==> config.mk <==
export PLATFORM = sky130hd
export DESIGN_NAME = tmr_timer8
export DESIGN_NICKNAME = d
export VERILOG_FILES = /design/src/design/tmr_pkg.sv /design/src/design/tmr_timer8.sv /design/src/design/tmr_clock_select.sv /design/src/design/tmr_wavegen.sv
export SDC_FILE = /design/constraint.sdc
export NUM_CORES = 1
export LEC_CHECK = 0
export BUFFER_PORTS_ARGS = -buffer_cell sky130_fd_sc_hd__buf_2
export CORE_UTILIZATION = 45
export DETAILED_ROUTE_END_ITERATION = 10
export HOLD_SLACK_MARGIN = 0.03
export PLACE_DENSITY = 0.65
export SYNTH_ARGS = -nofsm -noshare
export SYNTH_HDL_FRONTEND = slang
export SYNTH_SLANG_ARGS = --single-unit
export TNS_END_PERCENT = 20
==> constraint.sdc <==
create_clock -name SYS_CLK_I -period 2.1 [get_ports SYS_CLK_I]
set_input_delay 0.21 -clock SYS_CLK_I [delete_from_list [all_inputs] [get_ports SYS_CLK_I]]
set_output_delay 0.21 -clock SYS_CLK_I [all_outputs]
set_load 0.01 [all_outputs]
==> src/design/tmr_pkg.sv <==
// Package: register map, field layout, modes and clock-select codes of the timer
package tmr_pkg;

	localparam logic [2:0] ADDR_CONTROL = 3'h0;
	localparam logic [2:0] ADDR_COUNTER = 3'h1;
	localparam logic [2:0] ADDR_COMPARE = 3'h2;
	localparam logic [2:0] ADDR_FLAGS = 3'h3;
	localparam logic [2:0] ADDR_MASK = 3'h4;
	localparam logic [2:0] ADDR_FORCE = 3'h5;

	localparam int CTL_WGM_LSB = 0;
	localparam int CTL_CS_LSB = 2;
	localparam int CTL_COM_LSB = 5;
	localparam int FLAG_OVF_BIT = 0;
	localparam int FLAG_CMP_BIT = 1;
	localparam int FORCE_BIT = 0;

	localparam logic [7:0] CONTROL_RESET = 8'h00;
	localparam logic [7:0] COUNTER_RESET = 8'h00;
	localparam logic [7:0] COMPARE_RESET = 8'h00;
	localparam logic [7:0] BOTTOM_VALUE = 8'h00;
	localparam logic [7:0] MAX_VALUE = 8'hFF;

	localparam logic [1:0] WGM_NORMAL = 2'h0;
	localparam logic [1:0] WGM_PHASE_PWM = 2'h1;
	localparam logic [1:0] WGM_CLEAR_ON_MATCH = 2'h2;
	localparam logic [1:0] WGM_FAST_PWM = 2'h3;

	localparam logic [1:0] COM_NONE = 2'h0;
	localparam logic [1:0] COM_TOGGLE = 2'h1;
	localparam logic [1:0] COM_CLEAR = 2'h2;
	localparam logic [1:0] COM_SET = 2'h3;

	localparam logic [2:0] CS_STOP = 3'h0;
	localparam logic [2:0] CS_DIV1 = 3'h1;
	localparam logic [2:0] CS_DIV8 = 3'h2;
	localparam logic [2:0] CS_DIV64 = 3'h3;
	localparam logic [2:0] CS_DIV256 = 3'h4;
	localparam logic [2:0] CS_DIV1024 = 3'h5;
	localparam logic [2:0] CS_EXT_FALL = 3'h6;
	localparam logic [2:0] CS_EXT_RISE = 3'h7;

	localparam int PRESCALE_WIDTH = 10;

	typedef struct packed {
		logic [2:0] addr;
		logic [7:0] wdata;
		logic wr;
		logic rd;
	} tmr_bus_req_t;

	typedef struct packed {
		logic [1:0] com;
		logic [2:0] cs;
		logic [1:0] wgm;
	} tmr_ctrl_t;

endpackage

==> src/design/tmr_timer8.sv <==
// Top: 8-bit timer/counter with one compare unit and register port
`timescale 1ns/1ps
`default_nettype none

module tmr_timer8 (
	input wire logic SYS_CLK_I, // 25 MHz clock
	input wire logic RESET_N_I, // Async reset, active low
	input wire logic [2:0] ADDR_I, // Register address
	input wire logic [7:0] WDATA_I, // Write data
	input wire logic WR_I, // Write strobe
	input wire logic RD_I, // Read strobe
	output logic [7:0] RDATA_O, // Read data, cycle after strobe
	input wire logic EXT_COUNT_PIN_I, // External count pin
	input wire logic GLOBAL_IRQ_EN_I, // Global interrupt enable from CPU status
	input wire logic OVF_IRQ_ACK_I, // Overflow interrupt serviced
	input wire logic CMP_IRQ_ACK_I, // Compare interrupt serviced
	output logic OVF_IRQ_O, // Overflow interrupt request
	output logic CMP_IRQ_O, // Compare interrupt request
	output logic COMPARE_OUTPUT_O, // Compare output pin value
	output logic COMPARE_OUTPUT_EN_O // Port override active
);

	// ==========================================================
	// Registers
	tmr_pkg::tmr_bus_req_t req;
	tmr_pkg::tmr_ctrl_t ctrl;
	logic [7:0] control_reg;
	logic [7:0] counter_value_reg;
	logic [7:0] compare_value_reg;
	logic [7:0] compare_buffer_reg;
	logic [1:0] irq_mask_reg;
	logic overflow_flag_reg;
	logic compare_flag_reg;
	logic count_down_reg;
	logic block_match_reg;
	logic tick;
	logic oc;
	logic is_pwm;
	logic match;
	logic match_ok;
	logic at_top;
	logic wr_counter;
	logic wr_compare;
	logic wr_flags;
	logic force_strobe;
	logic [7:0] counter_next;
	logic count_down_next;
	logic ovf_event;
	logic [7:0] rdata_next;

	assign req = '{addr: ADDR_I, wdata: WDATA_I, wr: WR_I, rd: RD_I};
	assign ctrl = '{com: control_reg[tmr_pkg::CTL_COM_LSB +: 2],
		cs: control_reg[tmr_pkg::CTL_CS_LSB +: 3],
		wgm: control_reg[tmr_pkg::CTL_WGM_LSB +: 2]};

	assign is_pwm = (ctrl.wgm == tmr_pkg::WGM_FAST_PWM) || (ctrl.wgm == tmr_pkg::WGM_PHASE_PWM);
	assign wr_counter = req.wr && (req.addr == tmr_pkg::ADDR_COUNTER);
	assign wr_compare = req.wr && (req.addr == tmr_pkg::ADDR_COMPARE);
	assign wr_flags = req.wr && (req.addr == tmr_pkg::ADDR_FLAGS);
	assign force_strobe = req.wr && (req.addr == tmr_pkg::ADDR_FORCE)
		&& req.wdata[tmr_pkg::FORCE_BIT] && !is_pwm;

	// ==========================================================
	// Clock select and comparator
	tmr_clock_select #(
		.PRE_W(tmr_pkg::PRESCALE_WIDTH)
	) u_clock_select (
		.clk_i(SYS_CLK_I),
		.reset_n_i(RESET_N_I),
		.cs_i(ctrl.cs),
		.ext_pin_i(EXT_COUNT_PIN_I),
		.tick_o(tick)
	);

	assign match = (counter_value_reg == compare_value_reg);
	assign match_ok = match && !block_match_reg;

	always_comb begin
		case (ctrl.wgm)
			tmr_pkg::WGM_CLEAR_ON_MATCH: at_top = match;
			default: at_top = (counter_value_reg == tmr_pkg::MAX_VALUE);
		endcase
	end

	// ==========================================================
	// Control and mask registers
	always_ff @(posedge SYS_CLK_I or negedge RESET_N_I) begin
		if (!RESET_N_I) begin
			control_reg <= tmr_pkg::CONTROL_RESET;
		end else if (req.wr && (req.addr == tmr_pkg::ADDR_CONTROL)) begin
			control_reg <= req.wdata;
		end
	end

	always_ff @(posedge SYS_CLK_I or negedge RESET_N_I) begin
		if (!RESET_N_I) begin
			irq_mask_reg <= 2'h0;
		end else if (req.wr && (req.addr == tmr_pkg::ADDR_MASK)) begin
			irq_mask_reg <= req.wdata[1:0];
		end
	end

	// ==========================================================
	// Counter unit
	always_comb begin
		counter_next = counter_value_reg;
		count_down_next = count_down_reg;
		ovf_event = 1'b0;
		case (ctrl.wgm)
			tmr_pkg::WGM_NORMAL: begin
				counter_next = counter_value_reg + 8'h01;
				count_down_next = 1'b0;
				ovf_event = (counter_value_reg == tmr_pkg::MAX_VALUE);
			end
			tmr_pkg::WGM_CLEAR_ON_MATCH: begin
				count_down_next = 1'b0;
				ovf_event = (counter_value_reg == tmr_pkg::MAX_VALUE) && !match_ok;
				if (match_ok) begin
					counter_next = tmr_pkg::BOTTOM_VALUE;
				end else begin
					counter_next = counter_value_reg + 8'h01;
				end
			end
			tmr_pkg::WGM_FAST_PWM: begin
				count_down_next = 1'b0;
				ovf_event = at_top;
				counter_next = at_top ? tmr_pkg::BOTTOM_VALUE : counter_value_reg + 8'h01;
			end
			default: begin
				if (!count_down_reg && at_top) begin
					count_down_next = 1'b1;
					counter_next = counter_value_reg - 8'h01;
				end else if (count_down_reg && (counter_value_reg == tmr_pkg::BOTTOM_VALUE)) begin
					count_down_next = 1'b0;
					counter_next = counter_value_reg + 8'h01;
					ovf_event = 1'b1;
				end else if (count_down_reg) begin
					counter_next = counter_value_reg - 8'h01;
				end else begin
					counter_next = counter_value_reg + 8'h01;
				end
			end
		endcase
	end

	always_ff @(posedge SYS_CLK_I or negedge RESET_N_I) begin
		if (!RESET_N_I) begin
			counter_value_reg <= tmr_pkg::COUNTER_RESET;
		end else if (wr_counter) begin
			counter_value_reg <= req.wdata;
		end else if (tick) begin
			counter_value_reg <= counter_next;
		end
	end

	always_ff @(posedge SYS_CLK_I or negedge RESET_N_I) begin
		if (!RESET_N_I) begin
			count_down_reg <= 1'b0;
		end else if (tick) begin
			count_down_reg <= count_down_next;
		end
	end

	// Block lasts until the next tick has passed
	always_ff @(posedge SYS_CLK_I or negedge RESET_N_I) begin
		if (!RESET_N_I) begin
			block_match_reg <= 1'b0;
		end else if (wr_counter) begin
			block_match_reg <= 1'b1;
		end else if (tick) begin
			block_match_reg <= 1'b0;
		end
	end

	// ==========================================================
	// Compare value and buffer
	always_ff @(posedge SYS_CLK_I or negedge RESET_N_I) begin
		if (!RESET_N_I) begin
			compare_buffer_reg <= tmr_pkg::COMPARE_RESET;
		end else if (wr_compare) begin
			compare_buffer_reg <= req.wdata;
		end
	end

	always_ff @(posedge SYS_CLK_I or negedge RESET_N_I) begin
		if (!RESET_N_I) begin
			compare_value_reg <= tmr_pkg::COMPARE_RESET;
		end else if (!is_pwm) begin
			if (wr_compare) begin
				compare_value_reg <= req.wdata;
			end
		end else if (tick && (ctrl.wgm == tmr_pkg::WGM_FAST_PWM) && at_top) begin
			compare_value_reg <= compare_buffer_reg;
		end else if (tick && (ctrl.wgm == tmr_pkg::WGM_PHASE_PWM) && !count_down_reg && at_top) begin
			compare_value_reg <= compare_buffer_reg;
		end
	end

	// ==========================================================
	// Flags, set wins over clear
	always_ff @(posedge SYS_CLK_I or negedge RESET_N_I) begin
		if (!RESET_N_I) begin
			overflow_flag_reg <= 1'b0;
		end else if (tick && ovf_event && !wr_counter) begin
			overflow_flag_reg <= 1'b1;
		end else if (OVF_IRQ_ACK_I || (wr_flags && req.wdata[tmr_pkg::FLAG_OVF_BIT])) begin
			overflow_flag_reg <= 1'b0;
		end
	end

	always_ff @(posedge SYS_CLK_I or negedge RESET_N_I) begin
		if (!RESET_N_I) begin
			compare_flag_reg <= 1'b0;
		end else if (tick && match_ok && !wr_counter) begin
			compare_flag_reg <= 1'b1;
		end else if (CMP_IRQ_ACK_I || (wr_flags && req.wdata[tmr_pkg::FLAG_CMP_BIT])) begin
			compare_flag_reg <= 1'b0;
		end
	end

	always_ff @(posedge SYS_CLK_I or negedge RESET_N_I) begin
		if (!RESET_N_I) begin
			OVF_IRQ_O <= 1'b0;
			CMP_IRQ_O <= 1'b0;
		end else begin
			OVF_IRQ_O <= overflow_flag_reg && irq_mask_reg[0] && GLOBAL_IRQ_EN_I;
			CMP_IRQ_O <= compare_flag_reg && irq_mask_reg[1] && GLOBAL_IRQ_EN_I;
		end
	end

	// ==========================================================
	// Waveform generator and pin
	tmr_wavegen u_wavegen (
		.clk_i(SYS_CLK_I),
		.reset_n_i(RESET_N_I),
		.tick_i(tick && !wr_counter),
		.match_i(match_ok),
		.force_i(force_strobe),
		.at_bottom_i(at_top),
		.up_i(!count_down_reg),
		.wgm_i(ctrl.wgm),
		.com_i(ctrl.com),
		.oc_o(oc)
	);

	always_ff @(posedge SYS_CLK_I or negedge RESET_N_I) begin
		if (!RESET_N_I) begin
			COMPARE_OUTPUT_O <= 1'b0;
			COMPARE_OUTPUT_EN_O <= 1'b0;
		end else begin
			COMPARE_OUTPUT_O <= oc;
			COMPARE_OUTPUT_EN_O <= (ctrl.com != tmr_pkg::COM_NONE);
		end
	end

	// ==========================================================
	// Read port
	always_comb begin
		if (req.addr == tmr_pkg::ADDR_CONTROL) begin
			rdata_next = control_reg;
		end else if (req.addr == tmr_pkg::ADDR_COUNTER) begin
			rdata_next = counter_value_reg;
		end else if (req.addr == tmr_pkg::ADDR_COMPARE) begin
			rdata_next = is_pwm ? compare_buffer_reg : compare_value_reg;
		end else if (req.addr == tmr_pkg::ADDR_FLAGS) begin
			rdata_next = {6'h00, compare_flag_reg, overflow_flag_reg};
		end else if (req.addr == tmr_pkg::ADDR_MASK) begin
			rdata_next = {6'h00, irq_mask_reg};
		end else begin
			rdata_next = 8'h00;
		end
	end

	always_ff @(posedge SYS_CLK_I or negedge RESET_N_I) begin
		if (!RESET_N_I) begin
			RDATA_O <= 8'h00;
		end else if (req.rd) begin
			RDATA_O <= rdata_next;
		end else begin
			RDATA_O <= 8'h00;
		end
	end

endmodule // tmr_timer8

`default_nettype wire

==> src/design/tmr_clock_select.sv <==
// Clock select: prescaler taps and synchronised external edge into one tick
`timescale 1ns/1ps
`default_nettype none

module tmr_clock_select #(
	parameter int PRE_W = tmr_pkg::PRESCALE_WIDTH
) (
	input wire logic clk_i, // System clock
	input wire logic reset_n_i, // Async reset, active low
	input wire logic [2:0] cs_i, // Clock select field
	input wire logic ext_pin_i, // External count pin, asynchronous
	output logic tick_o // One-cycle timer tick
);

	// ==========================================================
	// Prescaler and pin synchroniser
	logic [PRE_W-1:0] pre_reg;
	logic [2:0] ext_sync_reg;
	logic tick_next;

	always_ff @(posedge clk_i or negedge reset_n_i) begin
		if (!reset_n_i) begin
			pre_reg <= '0;
		end else if (cs_i == tmr_pkg::CS_STOP) begin
			pre_reg <= '0;
		end else begin
			pre_reg <= pre_reg + 1'b1;
		end
	end

	// Stage 0 feeds only stage 1; edges are read from stages 1 and 2
	always_ff @(posedge clk_i or negedge reset_n_i) begin
		if (!reset_n_i) begin
			ext_sync_reg <= 3'h0;
		end else begin
			ext_sync_reg <= {ext_sync_reg[1:0], ext_pin_i};
		end
	end

	// ==========================================================
	// Tick selection
	always_comb begin
		case (cs_i)
			tmr_pkg::CS_DIV1: tick_next = 1'b1;
			tmr_pkg::CS_DIV8: tick_next = (pre_reg[2:0] == 3'h7);
			tmr_pkg::CS_DIV64: tick_next = (pre_reg[5:0] == 6'h3F);
			tmr_pkg::CS_DIV256: tick_next = (pre_reg[7:0] == 8'hFF);
			tmr_pkg::CS_DIV1024: tick_next = (pre_reg == '1);
			tmr_pkg::CS_EXT_FALL: tick_next = ext_sync_reg[2] & ~ext_sync_reg[1];
			tmr_pkg::CS_EXT_RISE: tick_next = ~ext_sync_reg[2] & ext_sync_reg[1];
			default: tick_next = 1'b0;
		endcase
	end

	always_ff @(posedge clk_i or negedge reset_n_i) begin
		if (!reset_n_i) begin
			tick_o <= 1'b0;
		end else begin
			tick_o <= tick_next;
		end
	end

endmodule // tmr_clock_select

`default_nettype wire

==> src/design/tmr_wavegen.sv <==
// Waveform generator: holds the internal compare output state
`timescale 1ns/1ps
`default_nettype none

module tmr_wavegen (
	input wire logic clk_i, // System clock
	input wire logic reset_n_i, // Async reset, active low
	input wire logic tick_i, // Timer tick
	input wire logic match_i, // Unblocked compare match this tick
	input wire logic force_i, // Force-compare strobe
	input wire logic at_bottom_i, // Counter at top in fast PWM, wraps to bottom this tick
	input wire logic up_i, // Counting upward
	input wire logic [1:0] wgm_i, // Waveform mode
	input wire logic [1:0] com_i, // Compare output action
	output logic oc_o // Internal compare output state
);

	// ==========================================================
	// Output state update
	logic is_pwm;

	assign is_pwm = (wgm_i == tmr_pkg::WGM_FAST_PWM) || (wgm_i == tmr_pkg::WGM_PHASE_PWM);

	// State is never cleared on a mode change
	always_ff @(posedge clk_i or negedge reset_n_i) begin
		if (!reset_n_i) begin
			oc_o <= 1'b0;
		end else if (com_i == tmr_pkg::COM_NONE) begin
			oc_o <= oc_o;
		end else if (!is_pwm) begin
			if ((tick_i && match_i) || force_i) begin
				case (com_i)
					tmr_pkg::COM_TOGGLE: oc_o <= ~oc_o;
					tmr_pkg::COM_CLEAR: oc_o <= 1'b0;
					default: oc_o <= 1'b1;
				endcase
			end
		end else if (tick_i && com_i[1]) begin
			if (wgm_i == tmr_pkg::WGM_FAST_PWM) begin
				if (match_i) begin
					oc_o <= com_i[0];
				end else if (at_bottom_i) begin
					oc_o <= ~com_i[0];
				end
			end else if (match_i) begin
				oc_o <= up_i ? com_i[0] : ~com_i[0];
			end
		end
	end

endmodule // tmr_wavegen

`default_nettype wire

==> results_dict.tcl <==
set metrics [dict create \
    status "completed" \
    hold_ws_ns 0.1200 \
    cts_root_buf "clkbuf_8" \
    netlist_instances 365 \
    worstHoldPathType "primary input to register" \
    h-tree-depth 3 \
    grt_pass1_vias 2968 \
    dp_hpwl_mm 6.456 \
    synthArstFlopShare_pct 100.0 \
    wl_met1_mm 3.974 \
    grtUsageTotal_pct 22.95 \
    syn_area_um2 3640 \
    endpoint "counter_value_reg[5]" \
    cp_max_fo 9 \
    fin_nets 434 \
    place_congestion 0.8983 \
    cp-start-kind "register" \
    cts_tree "done" \
    synth_cell_types 60 \
    rsz0062_at_grt "no" \
    max_freq_ghz 0.5077 \
    power.leakage_uw 0.001923 \
    ios 31 \
    vdd_drop_max_mv 0.6029 \
    crit_cells 6 \
    cp_top_family "compound AO/OA/AOI/OAI gates" \
    tightest_slew_ns 0.6045 \
    drt_iter0_drc 135 \
    p_seq_share_pct 38.4 \
    grt_max_degree 42 \
    nFillCells 721 \
    p_per_area_nw_per_um2 1120 \
    largest_reg_flops 10 \
    clkTransAtPathRegs_ns 0.08 \
    p_total_uw 4799 \
    synth_common_cells "65 x dfrtp_1, 31 x nand2_1, 25 x nor2_1" \
    drc 0 \
    synth_seq_cells 65 \
    arrival_ns 2.20 \
    synthFlopType "dfrtp_1" \
    synth.top_cell.area_share_pct 44.69 \
    cp_data_required_time_ns 2.33 \
    clk_latency_ns 0.35 \
    design.core.area_um2 7767 \
    area_growth_syn_to_layout_pct 17.70 \
    power.switching_uw 1682 \
    cts_buffer_depth 2 \
    std_cell_rows 32 \
    rr_endpoint "counter_value_reg[5]" \
    synth_most_common_cell "dfrtp_1" \
    fin_cells 517 \
    wl_mm 8.665 \
    cts_setup_buffers 0 \
    clock_skew_ns 0.01105 \
    post_drt_wl_per_cell_um 16.76 \
    combinationalPowerShare_pct 33.6 \
    die_w_um 91.94 \
    syn_area_per_cell_um2 9.972 \
    cp_num_buf_inv 1 \
    die_area_um2 8452 \
    drive_gt1_share_pct 24.10 \
    r2r_setup_slack_ns 0.13 \
    overflow 0 \
    placed_cells 499 \
    cts_buffers 9 \
    drt-vias-per-instance 5.530 \
    crit_path_end_kind "register" \
    ant_nets 0 \
    crit_chain "or4_4, o31ai_4, o21bai_4, buf_4, o31a_2, o31ai_2" \
    ys_warn_count 0 \
    wl_met3_um 373 \
    crit_type "register to register" \
    synth.area.top_cells "dfrtp_1 45%, mux2i_1 5.8%, mux2_2 5.3%" \
    syn-num-nets 389 \
    clock-sinks 65 \
    fin_crit_sh_pct 93.80 \
    internal-power_uw 3116 \
    critPathMaxStageDelay_ns 0.50 \
    reg2reg_from "counter_value_reg[3]" \
    startpoint "counter_value_reg[3]" \
    ys_seq_area_share_pct 44.69 \
    netSwitchingFraction_pct 35.06 \
    yosys.area.top_type "dfrtp_1" \
    vias 2859 \
    clock_power_share_pct 28.0 \
    dr_wl_met2_mm 4.091 \
    worst_path_max_delay_cell "dfrtp_1" \
    hold_violations 0 \
    grt_pass1_wl_mm 14.81 \
    slew_violations 0 \
    worstRegToRegCells 6 \
    setup_tns_ns 0 \
    finalSetupViolations 0 \
    num_antenna_cells 0 \
    synth_edf_count 0 \
    first_pass_iters 5 \
    highest-signal-layer "met4" \
    fin_crit_ns 1.970 \
    design_area_um2 4284 \
    slew_headroom_pct 59.70 \
    maxCapViolCount 0 \
    antenna_found_initial 0 \
    numPortBuffers 30 \
    die_h_um 91.94 \
    start_util_pct 46.86 \
    placed_area_um2 4008 \
]
==> logic make-up after synthesis <==
group / after synthesis / share of synthesized area [%]
AOI/OAI and AO/OA: 74 / 14.03
DFF: 65 / 44.69
adders and majority gates: 5 / 1.719
xor gates and xnor gates: 26 / 6.256
and+or+nand+nor: 124 / 18.25
muxes: 38 / 11.03
buffers and inverters: 33 / 4.022
==> power by group through the flow <==
stage / registers [µW] / clock network (µW) / logic (µW)
after floorplan: 1750 / 0 / 1200
after global placement: 1850 / 0 / 1580
after detailed placement: 1870 / 0 / 1590
after CTS: 1840 / 1370 / 1610
after global routing: 1890 / 1420 / 1800
final: 1840 / 1340 / 1610
==> worst reg2reg max path: stages, from the launching register on <==
cell and delay (ns):
dfrtp_1 0.50, or4_4 0.49, o31ai_4 0.28, o21bai_4 0.21, buf_4 0.17, o31a_2 0.14
o31ai_2 0.06
==> placed cells by master, fill, tap and decap left out, drive strengths merged, types with 3 or more instances in the layout <==
master | synthesis | routed
a21o | 3 | 3
nor2 | 25 | 25
a31oi | 3 | 3
or3 | 4 | 4
nand2 | 31 | 31
o21a | 3 | 3
bufinv | 0 | 3
xnor2 | 18 | 18
dfrtp | 65 | 65
nand2b | 8 | 8
buf | 11 | 53
o41ai | 3 | 3
nand4 | 4 | 4
nor2b | 4 | 4
mux2i | 21 | 21
xor2 | 8 | 8
clkbuf | 10 | 10
ha | 5 | 5
nand3 | 12 | 12
o31ai | 4 | 4
nor3 | 11 | 11
and2 | 6 | 6
a21oi | 18 | 18
or4 | 3 | 3
inv | 12 | 12
o21ai | 17 | 17
o22ai | 7 | 7
nor3b | 4 | 4
mux2 | 17 | 17
==> how the worst min path moves through the flow <==
stage	startpoint	endpoint	cells after the start
6_report	GLOBAL_IRQ_EN_I	CMP_IRQ_O	2
5_1_grt	GLOBAL_IRQ_EN_I	CMP_IRQ_O	2
4_1_cts	GLOBAL_IRQ_EN_I	CMP_IRQ_O	2
3_5_place_dp	RESET_N_I	COMPARE_OUTPUT_O	1
3_3_place_gp	RESET_N_I	COMPARE_OUTPUT_O	1
2_1_floorplan	RESET_N_I	CMP_IRQ_O	0
==> timing repair <==
action / in CTS / in global routing
resized for setup: 0 / 1
setup endpoints to repair: 0 / 2
hold buffers: 2 / 0
hold endpoints to repair: 25 / 0
==> layout make-up <==
type	instances	area, µm²	share of cell area [%]
repair buffers	55	355.3	8.294
multi-input cells	267	1877	43.81
well taps	102	127.6	2.979
flip-flops and latches	65	1627	37.97
clock inverters	6	115.1	2.687
inverters	12	45.04	1.051
clock buffers	10	137.6	3.213
==> routing by layer <==
layer	up-vias	GRT usage, %
met1	1382	29.94
met5	-	0
met2	67	36.75
met3	20	5.804
li1	1390	-
met4	0	8.594
==> metrics by stage <==
stage | util (%) | setup WS [ns]
floorplan | - | 0.1737
global placement | 51.59 | 0.1874
detailed placement | 51.59 | 0.1346
CTS | 55.11 | 0.1133
global route | 55.15 | 0.03151
finish | 55.15 | 0.1303
(Power assumes the default switching activity.)
